<file path="config.mk">
export PLATFORM = sky130hd
export DESIGN_NAME = clock_event_latch
export DESIGN_NICKNAME = d
export VERILOG_FILES = /design/src/design/clock_event_pkg.sv /design/src/design/flag_bank_if.sv /design/src/design/clock_event_latch.sv /design/src/design/flag_bank.sv
export VERILOG_INCLUDE_DIRS = /design/src /design/src/design
export SDC_FILE = /design/constraint.sdc
export NUM_CORES = 1
export LEC_CHECK = 0
export BUFFER_PORTS_ARGS = -buffer_cell sky130_fd_sc_hd__clkbuf_2
export CORE_ASPECT_RATIO = 1.1
export CORE_MARGIN = 3
export CORE_UTILIZATION = 56
export CTS_CLUSTER_SIZE = 25
export DETAILED_ROUTE_END_ITERATION = 16
export PLACE_DENSITY_LB_ADDON = 0.05
export SLEW_MARGIN = 40
export SYNTH_ARGS = -nofsm -noshare
export SYNTH_HDL_FRONTEND = slang
export SYNTH_SLANG_ARGS = --single-unit
</file>
<file path="constraint.sdc">
create_clock -name core_clk -period 3.6 [get_ports core_clk]
set_clock_uncertainty 0.05 [all_clocks]
set_input_delay 0.36 -clock core_clk [delete_from_list [all_inputs] [get_ports core_clk]]
set_output_delay 0.36 -clock core_clk [all_outputs]
set_load 0.02 [all_outputs]
</file>
<file path="src/design/clock_event_consts.svh">
// register offsets, field positions and reset values of the event latch block
`ifndef CLOCK_EVENT_CONSTS_SVH
`define CLOCK_EVENT_CONSTS_SVH

// ********************************************
// register byte offsets
// ********************************************
`define OFS_REF_FLAGS 16'h00e2
`define OFS_LOOP_FLAGS 16'h00e3
`define OFS_SYS_FLAGS 16'h00e4
`define OFS_REF_MASK 16'h00e5
`define OFS_LOOP_MASK 16'h00e6
`define OFS_SYS_MASK 16'h00e7

// ********************************************
// field positions, reference monitor register
// ********************************************
`define BIT_REF0_LT 0
`define BIT_REF0_MT 1
`define BIT_REF1_ST 6

// ********************************************
// field positions, loop registers
// ********************************************
`define BIT_UNLOCK 0
`define BIT_HOLDOVER 1
`define BIT_STATE 2
`define LOOP1_BASE 4
`define BIT_RF_UNLOCK 3
`define BIT_ANALOG_BASE 0

// ********************************************
// implemented bits and reset values
// ********************************************
`define IMPL_REF 8'h43
`define IMPL_LOOP 8'h77
`define IMPL_SYS 8'h7f
`define FLAG_RST 8'h00
`define MASK_RST 8'h00
`define DATA_RST 8'h00

`endif

</file>
<file path="src/design/clock_event_pkg.sv">
// types shared by the event latch block
package clock_event_pkg;
   typedef logic [15:0] reg_addr_t;   // register byte address
   typedef logic [7:0] reg_byte_t;    // register data byte
   typedef logic [2:0] loop_state_t;  // phase loop state code
endpackage

</file>
<file path="src/design/flag_bank_if.sv">
// set, clear and flag bundle between the latch core and a flag bank
`timescale 1ns/1ps
`default_nettype none
interface flag_bank_if;
   logic [7:0] set;    // hardware event pulses
   logic [7:0] clr;    // write-one-to-clear pulses
   logic [7:0] flags;  // latched flags
   modport core (output set, output clr, input flags);
   modport bank (input set, input clr, output flags);
endinterface
`default_nettype wire

</file>
<file path="src/design/clock_event_latch.sv">
// latched clock event flags, interrupt masks and interrupt output
//
// Summary of operation
// - ref0 medium-term failure sets sticky flag
// - ref0 long-term failure sets sticky flag
// - writing one clears flag, zero keeps
// - loop one state change latches flag
// - loop one holdover entry or exit latches
// - loop one lock loss latches flag
// - loop zero state change latches flag
// - loop zero holdover entry or exit latches
// - loop zero lock loss latches flag
// - system loop state change latches flag
// - system loop holdover entry or exit latches
// - system loop lock loss latches flag
// - rf loop lock loss latches flag
// - three analog loop lock-loss flags
// - ref1 short-term mask blocks its interrupt
// - ref1 short-term mask blocks disqualification
// - loop one state mask blocks interrupt
//
// The strobed register port and the register addresses were chosen for this implementation.
`timescale 1ns/1ps
`default_nettype none
`include "clock_event_consts.svh"
module clock_event_latch (
   // clock, reset, enable
   input wire logic core_clk,
   input wire logic arst_n,
   input wire logic ce,
   // register port
   input wire clock_event_pkg::reg_addr_t addr,
   input wire clock_event_pkg::reg_byte_t wr_data,
   input wire logic wr_en,
   input wire logic rd_en,
   output logic [7:0] rd_data,
   // reference monitor status
   input wire logic ref0_mt_fail,
   input wire logic ref0_lt_fail,
   input wire logic ref1_st_fail,
   // reference loop zero
   input wire clock_event_pkg::loop_state_t loop0_state,
   input wire logic loop0_holdover,
   input wire logic loop0_locked,
   // reference loop one
   input wire clock_event_pkg::loop_state_t loop1_state,
   input wire logic loop1_holdover,
   input wire logic loop1_locked,
   // system phase loop
   input wire clock_event_pkg::loop_state_t sys_state,
   input wire logic sys_holdover,
   input wire logic sys_locked,
   // rf and analog loops
   input wire logic rf_locked,
   input wire logic [2:0] analog_locked,
   // results
   output logic irq,
   output logic ref1_disqualify
);
   import clock_event_pkg::*;

   // ********************************************
   // reset release
   // ********************************************
   logic [1:0] rst_sync_q;  // two-stage release
   logic rst_n;             // synchronised reset

   // stage 0 feeds only stage 1
   always_ff @(posedge core_clk or negedge arst_n) begin
      if (!arst_n) begin
         rst_sync_q <= 2'h0;
      end else begin
         rst_sync_q <= {rst_sync_q[0], 1'b1};
      end
   end
   assign rst_n = rst_sync_q[1];

   // ********************************************
   // flag banks
   // ********************************************
   flag_bank_if ref_fb ();   // reference monitor flags
   flag_bank_if loop_fb ();  // loop zero and one flags
   flag_bank_if sys_fb ();   // system, rf, analog flags

   flag_bank #(.IMPL(`IMPL_REF)) u_ref_bank (
      .clk(core_clk),
      .rst_n(rst_n),
      .ce(ce),
      .fb(ref_fb)
   );
   flag_bank #(.IMPL(`IMPL_LOOP)) u_loop_bank (
      .clk(core_clk),
      .rst_n(rst_n),
      .ce(ce),
      .fb(loop_fb)
   );
   flag_bank #(.IMPL(`IMPL_SYS)) u_sys_bank (
      .clk(core_clk),
      .rst_n(rst_n),
      .ce(ce),
      .fb(sys_fb)
   );

   // ********************************************
   // input history for edge detection
   // ********************************************
   loop_state_t state_prev_q [3];  // 0 loop0, 1 loop1, 2 system
   logic [2:0] hold_prev_q;        // last holdover levels
   logic [2:0] lock_prev_q;        // last lock levels
   logic rf_lock_prev_q;           // last rf lock level
   logic [2:0] analog_prev_q;      // last analog lock levels
   logic primed_q;                 // history valid after first cycle
   loop_state_t state_now [3];     // current states as array
   logic [2:0] hold_now;           // current holdover levels
   logic [2:0] lock_now;           // current lock levels
   logic [2:0] state_chg;          // state change events
   logic [2:0] hold_chg;           // holdover entry or exit events
   logic [2:0] lock_loss;          // lock loss events
   logic rf_loss;                  // rf lock loss event
   logic [2:0] analog_loss;        // analog lock loss events

   assign state_now[0] = loop0_state;
   assign state_now[1] = loop1_state;
   assign state_now[2] = sys_state;
   assign hold_now = {sys_holdover, loop1_holdover, loop0_holdover};
   assign lock_now = {sys_locked, loop1_locked, loop0_locked};

   // history registers, captured every enabled cycle
   always_ff @(posedge core_clk or negedge rst_n) begin
      if (!rst_n) begin
         state_prev_q <= '{default: 3'h0};
         hold_prev_q <= 3'h0;
         lock_prev_q <= 3'h0;
         rf_lock_prev_q <= 1'b0;
         analog_prev_q <= 3'h0;
         primed_q <= 1'b0;
      end else if (ce) begin
         state_prev_q <= state_now;
         hold_prev_q <= hold_now;
         lock_prev_q <= lock_now;
         rf_lock_prev_q <= rf_locked;
         analog_prev_q <= analog_locked;
         primed_q <= 1'b1;
      end
   end

   // per-loop event detectors; first cycle only primes history
   for (genvar i = 0; i < 3; i++) begin : g_loop_evt
      assign state_chg[i] = primed_q && (state_now[i] != state_prev_q[i]);
      assign hold_chg[i] = primed_q && (hold_now[i] != hold_prev_q[i]);
      assign lock_loss[i] = primed_q && lock_prev_q[i] && !lock_now[i];
   end
   assign rf_loss = primed_q && rf_lock_prev_q && !rf_locked;
   assign analog_loss = {3{primed_q}} & analog_prev_q & ~analog_locked;

   // ********************************************
   // event to flag mapping
   // ********************************************
   // reference monitor failures, level sets the flag
   always_comb begin
      ref_fb.set = `FLAG_RST;
      ref_fb.set[`BIT_REF0_MT] = ref0_mt_fail;
      ref_fb.set[`BIT_REF0_LT] = ref0_lt_fail;
      ref_fb.set[`BIT_REF1_ST] = ref1_st_fail;
   end

   // loop zero low nibble, loop one high nibble, reserved bits 3 and 7 never set
   always_comb begin
      loop_fb.set = `FLAG_RST;
      loop_fb.set[`BIT_STATE] = state_chg[0];
      loop_fb.set[`BIT_HOLDOVER] = hold_chg[0];
      loop_fb.set[`BIT_UNLOCK] = lock_loss[0];
      loop_fb.set[`LOOP1_BASE + `BIT_STATE] = state_chg[1];
      loop_fb.set[`LOOP1_BASE + `BIT_HOLDOVER] = hold_chg[1];
      loop_fb.set[`LOOP1_BASE + `BIT_UNLOCK] = lock_loss[1];
   end

   // system loop high nibble, rf and analog low nibble
   always_comb begin
      sys_fb.set = `FLAG_RST;
      sys_fb.set[`LOOP1_BASE + `BIT_STATE] = state_chg[2];
      sys_fb.set[`LOOP1_BASE + `BIT_HOLDOVER] = hold_chg[2];
      sys_fb.set[`LOOP1_BASE + `BIT_UNLOCK] = lock_loss[2];
      sys_fb.set[`BIT_RF_UNLOCK] = rf_loss;
      sys_fb.set[`BIT_ANALOG_BASE +: 3] = analog_loss;
   end

   // ********************************************
   // register writes
   // ********************************************
   // write-one-to-clear strobes per bank
   assign ref_fb.clr = (wr_en && addr == `OFS_REF_FLAGS) ? wr_data : `FLAG_RST;
   assign loop_fb.clr = (wr_en && addr == `OFS_LOOP_FLAGS) ? wr_data : `FLAG_RST;
   assign sys_fb.clr = (wr_en && addr == `OFS_SYS_FLAGS) ? wr_data : `FLAG_RST;

   logic [7:0] ref_mask_q;   // reference monitor masks
   logic [7:0] loop_mask_q;  // loop zero and one masks
   logic [7:0] sys_mask_q;   // system, rf, analog masks

   // mask registers, unimplemented bits stay zero
   always_ff @(posedge core_clk or negedge rst_n) begin
      if (!rst_n) begin
         ref_mask_q <= `MASK_RST;
         loop_mask_q <= `MASK_RST;
         sys_mask_q <= `MASK_RST;
      end else if (ce && wr_en) begin
         case (addr)
            `OFS_REF_MASK: begin
               ref_mask_q <= wr_data & `IMPL_REF;
            end
            `OFS_LOOP_MASK: begin
               loop_mask_q <= wr_data & `IMPL_LOOP;
            end
            `OFS_SYS_MASK: begin
               sys_mask_q <= wr_data & `IMPL_SYS;
            end
            default: begin
               // other addresses leave masks alone
            end
         endcase
      end
   end

   // ********************************************
   // register reads
   // ********************************************
   logic [7:0] rd_data_q;  // read data, valid one cycle after strobe

   // read data only in the cycle after an enabled strobe, zero after other enabled cycles, held while ce is low
   always_ff @(posedge core_clk or negedge rst_n) begin
      if (!rst_n) begin
         rd_data_q <= `DATA_RST;
      end else if (ce) begin
         if (rd_en) begin
            case (addr)
               `OFS_REF_FLAGS: rd_data_q <= ref_fb.flags;
               `OFS_LOOP_FLAGS: rd_data_q <= loop_fb.flags;
               `OFS_SYS_FLAGS: rd_data_q <= sys_fb.flags;
               `OFS_REF_MASK: rd_data_q <= ref_mask_q;
               `OFS_LOOP_MASK: rd_data_q <= loop_mask_q;
               `OFS_SYS_MASK: rd_data_q <= sys_mask_q;
               default: rd_data_q <= `DATA_RST;  // unmapped reads zero
            endcase
         end else begin
            rd_data_q <= `DATA_RST;
         end
      end
   end
   assign rd_data = rd_data_q;

   // ********************************************
   // interrupt and disqualification
   // ********************************************
   logic pending;          // any unmasked flag set
   logic irq_q;            // registered interrupt level
   logic disqual_q;        // registered ref1 disqualification

   // masked flags combine into one request
   assign pending = |(ref_fb.flags & ~ref_mask_q)
                  | |(loop_fb.flags & ~loop_mask_q)
                  | |(sys_fb.flags & ~sys_mask_q);

   // outputs come from flip-flops
   always_ff @(posedge core_clk or negedge rst_n) begin
      if (!rst_n) begin
         irq_q <= 1'b0;
         disqual_q <= 1'b0;
      end else if (ce) begin
         irq_q <= pending;
         disqual_q <= ref1_st_fail && !ref_mask_q[`BIT_REF1_ST];
      end
   end
   assign irq = irq_q;
   assign ref1_disqualify = disqual_q;
endmodule
`default_nettype wire

</file>
<file path="src/design/flag_bank.sv">
// one byte of sticky write-one-to-clear event flags
`timescale 1ns/1ps
`default_nettype none
`include "clock_event_consts.svh"
module flag_bank #(
   parameter logic [7:0] IMPL = 8'hff  // bits that exist, others read zero
) (
   // clock, reset, enable
   input wire logic clk,
   input wire logic rst_n,
   input wire logic ce,
   // set and clear
   flag_bank_if.bank fb
);
   import clock_event_pkg::*;

   logic [7:0] flags_q;  // latched flags

   // ********************************************
   // sticky flags, set wins over clear
   // ********************************************
   always_ff @(posedge clk or negedge rst_n) begin
      if (!rst_n) begin
         flags_q <= `FLAG_RST;
      end else if (ce) begin
         flags_q <= ((flags_q & ~fb.clr) | fb.set) & IMPL;
      end
   end

   assign fb.flags = flags_q;
endmodule
`default_nettype wire

</file>
==> reports/results.ini <==
[status]
status=completed

[finish]
antennaDiodeCount=0
layout-drive-gt1-share_pct=35.3
area_growth_pct=17.6
fin_nets=375

[grt]
grt_max_degree=46
grt_first_pass_wirelength_mm=11.7
grt_pass1_vias=2364
antenna_found_initial=0
overflow=0
grt_usage_pct=23.6

[timing]
tightest_slew_ns=0.690
final-hold-violation-count=0
fin_crit_ns=2.36
fmax_mhz=424
slew_headroom_pct=53.6
fin_hold_ws_ns=0.198
fin_tns_setup_ns=0
finalCritPeriodShare_pct=65.4
rsz0062_at_grt=no
setup_viol=0
report.final.slew_viol_count=0

[cts]
clock_latency_ns=0.33
cts.clk_slew.worst_paths_ns=0.06
cts_buffers=9
cts_sinks=63
clockBufferDepth=2
clockRootBuffer=clkbuf_8
cts_tree=yes
cts_resized=0
htreeDepth=3

[logic_synthesis]
ys_seq_area_share_pct=51.6
synth_area_um2=3060
yosysTopAreaCell=dfrtp_1
synth_nets=310
synthCells=259
synth_top_cells_by_area=dfrtp_1, mux2_2, mux2_4
ys_top_cells_by_count=dfrtp_1, inv_1, mux2_2, nand2_1, a22o_1
yosysWarningCount=0
synth.top_cell.area_share_pct=51.6
synth_most_common_cell=dfrtp_1
synth.avg_cell_area_um2=11.8
synthArstFlopShare_pct=100
synth_ff_type=dfrtp_1
synth_edf_count=0
synth-seq-cells=63
yosys.cell_types.count=46

[detailed_routing]
ant_nets=0
drt-wirelength-per-cell_um=17.0
drt_iter0_drc=151
dr_total_vias=2253
first_pass_iters=4
drc=0
wl_mm=6.77
via_per_inst=5.66

[die]
die_height_um=83.5
die_x_um=76.4
num_io_pins=61
dieArea_um2=6380
start_util_pct=59.5
core_region_area_um2=5130
rows=27

[critical_path]
path_buf_inv=1
crit_family=simple AND/OR/NAND/NOR gates
worst-path-stages=6
cp_cell_sequence=clkbuf_2 > or4_1 > nor4_4 > nor2b_1 > nand2_1 > a22o_1
r2r_cells=5
worstPathMaxFanout=7
slowest_stage=or4_1
startpoint_type=input pin
end_kind=flip-flop
required_ns=3.77
slowest_delay_ns=0.71
critical_path_arrival_ns=2.53
criticalPathCategory=input pin to flip-flop

[power]
p_int_mw=1.11
p_per_area_nw_per_um2=401
vdd_ir_drop_max_uv=380
leakagePower_nw=1.69
seqPwrFrac_pct=52.7
pwr-share-clk_pct=38.5
switching_share_pct=23.1
switching_power_mw=0.333
combinationalPowerShare_pct=8.8

[min_path]
hold_depth=2
worstHoldPathType=input pin to flip-flop

[place]
portBuffers=58
dp_hpwl_mm=4.87
gp_congestion=0.848

[job]
cap_violations=0

-- per-stage QoR --
step	cell area (µm²)	total power, mW	std cells	util (%)	setup WS [ns]
final	3590	1.44	398	70.0	1.24
after global routing	3590	1.50	398	70.0	1.12
after CTS	3590	1.46	398	70.0	1.28
after detailed placement	3420	0.900	384	66.6	0.920
after global placement	3420	0.894	384	66.5	0.951
after floorplan	3060	0.841	259	-	1.18
-- flip-flops by register name, indices dropped and copies added (netlist names) --
name                  cells
u_loop_bank.fb.flags      6
analog_prev_q             3
irq                       1
loop_mask_q               6
ref1_disqualify           1
rst_sync_q                2
u_sys_bank.fb.flags       7
state_prev_q              9
hold_prev_q               3
rd_data                   7
sys_mask_q                7
rf_lock_prev_q            1
lock_prev_q               3
u_ref_bank.fb.flags       3
primed_q                  1
ref_mask_q                3
-- worst paths after layout --
check	from	to	slack [ns]
max	addr[9]	u_loop_bank.fb.flags[1]$_DFFE_PN0P_	1.24
max in group asynchronous	rst_sync_q[1]$_DFF_PN0_	sys_mask_q[0]$_DFFE_PN0P_	2.56
min in group asynchronous	rst_sync_q[1]$_DFF_PN0_	lock_prev_q[2]$_DFFE_PN0P_	0.28
min reg2reg	rst_sync_q[1]$_DFF_PN0_	lock_prev_q[2]$_DFFE_PN0P_	0.28
min	ref0_mt_fail	u_ref_bank.fb.flags[1]$_DFFE_PN0P_	0.20
max reg2reg	u_ref_bank.fb.flags[0]$_DFFE_PN0P_	irq$_DFFE_PN0P_	2.25
-- repair_timing --
item / in CTS / in global routing
hold buffers: 1 / 0
endpoints found under the hold margin: 2 / 0
buffers inserted: 0 / 0
-- cells in the final DEF (no fill, tap or decap), types with 2 or more instances in the layout --
| cell | count |
|---|---|
| a21oi_1 | 5 |
| a221oi_1 | 6 |
| a222oi_1 | 2 |
| a22o_1 | 11 |
| a22oi_1 | 3 |
| a31oi_1 | 2 |
| a32o_1 | 7 |
| buf_4 | 5 |
| clkbuf_1 | 2 |
| clkbuf_2 | 58 |
| clkbuf_8 | 9 |
| conb_1 | 2 |
| dfrtp_1 | 62 |
| inv_1 | 24 |
| mux2_2 | 24 |
| mux2_4 | 7 |
| mux2i_1 | 6 |
| nand2_1 | 22 |
| nand3_1 | 4 |
| nand3b_1 | 2 |
| nand4b_1 | 2 |
| nor2b_1 | 2 |
| nor3_1 | 2 |
| nor4_1 | 9 |
| nor4_4 | 2 |
| o21ai_0 | 5 |
| o22ai_1 | 4 |
| o2bb2ai_1 | 3 |
| or2_2 | 2 |
| or4_4 | 2 |
| or4b_2 | 2 |
| xnor2_1 | 9 |
| xor2_1 | 3 |
-- metal layers --
| layer | global-route usage [%] | routed length [µm] | up-vias |
|---|---|---|---|
| met2 | 36.5 | 3200 | 69 |
| met1 | 31.6 | 3060 | 1087 |
| met4 | 10.9 | 115 | 0 |
| li1 | - | - | 1087 |
| met3 | 5.62 | 403 | 10 |
| met5 | 0 | 0 | - |
-- cell type report --
type	instances	area, µm²
fillers	419	1540
flip-flops and latches	63	1580
multi-input cells	162	1330
inverters	24	90.1
repair buffers	64	338
clock buffers	11	131
well taps	72	90.1
clock inverters	2	35.0
-- power by group through the flow --
| stage | clock (mW) | combinational, mW | sequential (mW) |
|---|---|---|---|
| 2_1_floorplan | 0 | 0.0691 | 0.772 |
| 3_3_place_gp | 0 | 0.124 | 0.771 |
| 3_5_place_dp | 0 | 0.127 | 0.773 |
| 4_1_cts | 0.568 | 0.128 | 0.760 |
| 5_1_grt | 0.599 | 0.141 | 0.764 |
| 6_report | 0.554 | 0.127 | 0.759 |
-- kinds of logic (layout without fill, tap and decap cells) --
family          count (synthesis)  in the layout  share of synthesized area, %
flops                          63             63                          51.6
xor+xnor                       12             12                          3.44
compound gates                 52             52                          13.4
simple gates                   59             59                          12.2
mux                            37             37                          14.3
buf+inv                        34            101                          4.87
other cells                     2              2                         0.246
-- worst register-to-register path, delay by kind of cell (launching register included) --
family             cells  cell delay (ns)
AOI/OAI and AO/OA      3             0.38
and+or+nand+nor        2             0.34
DFF                    1             0.43
Note: power is estimated with default switching activity, not from simulation.
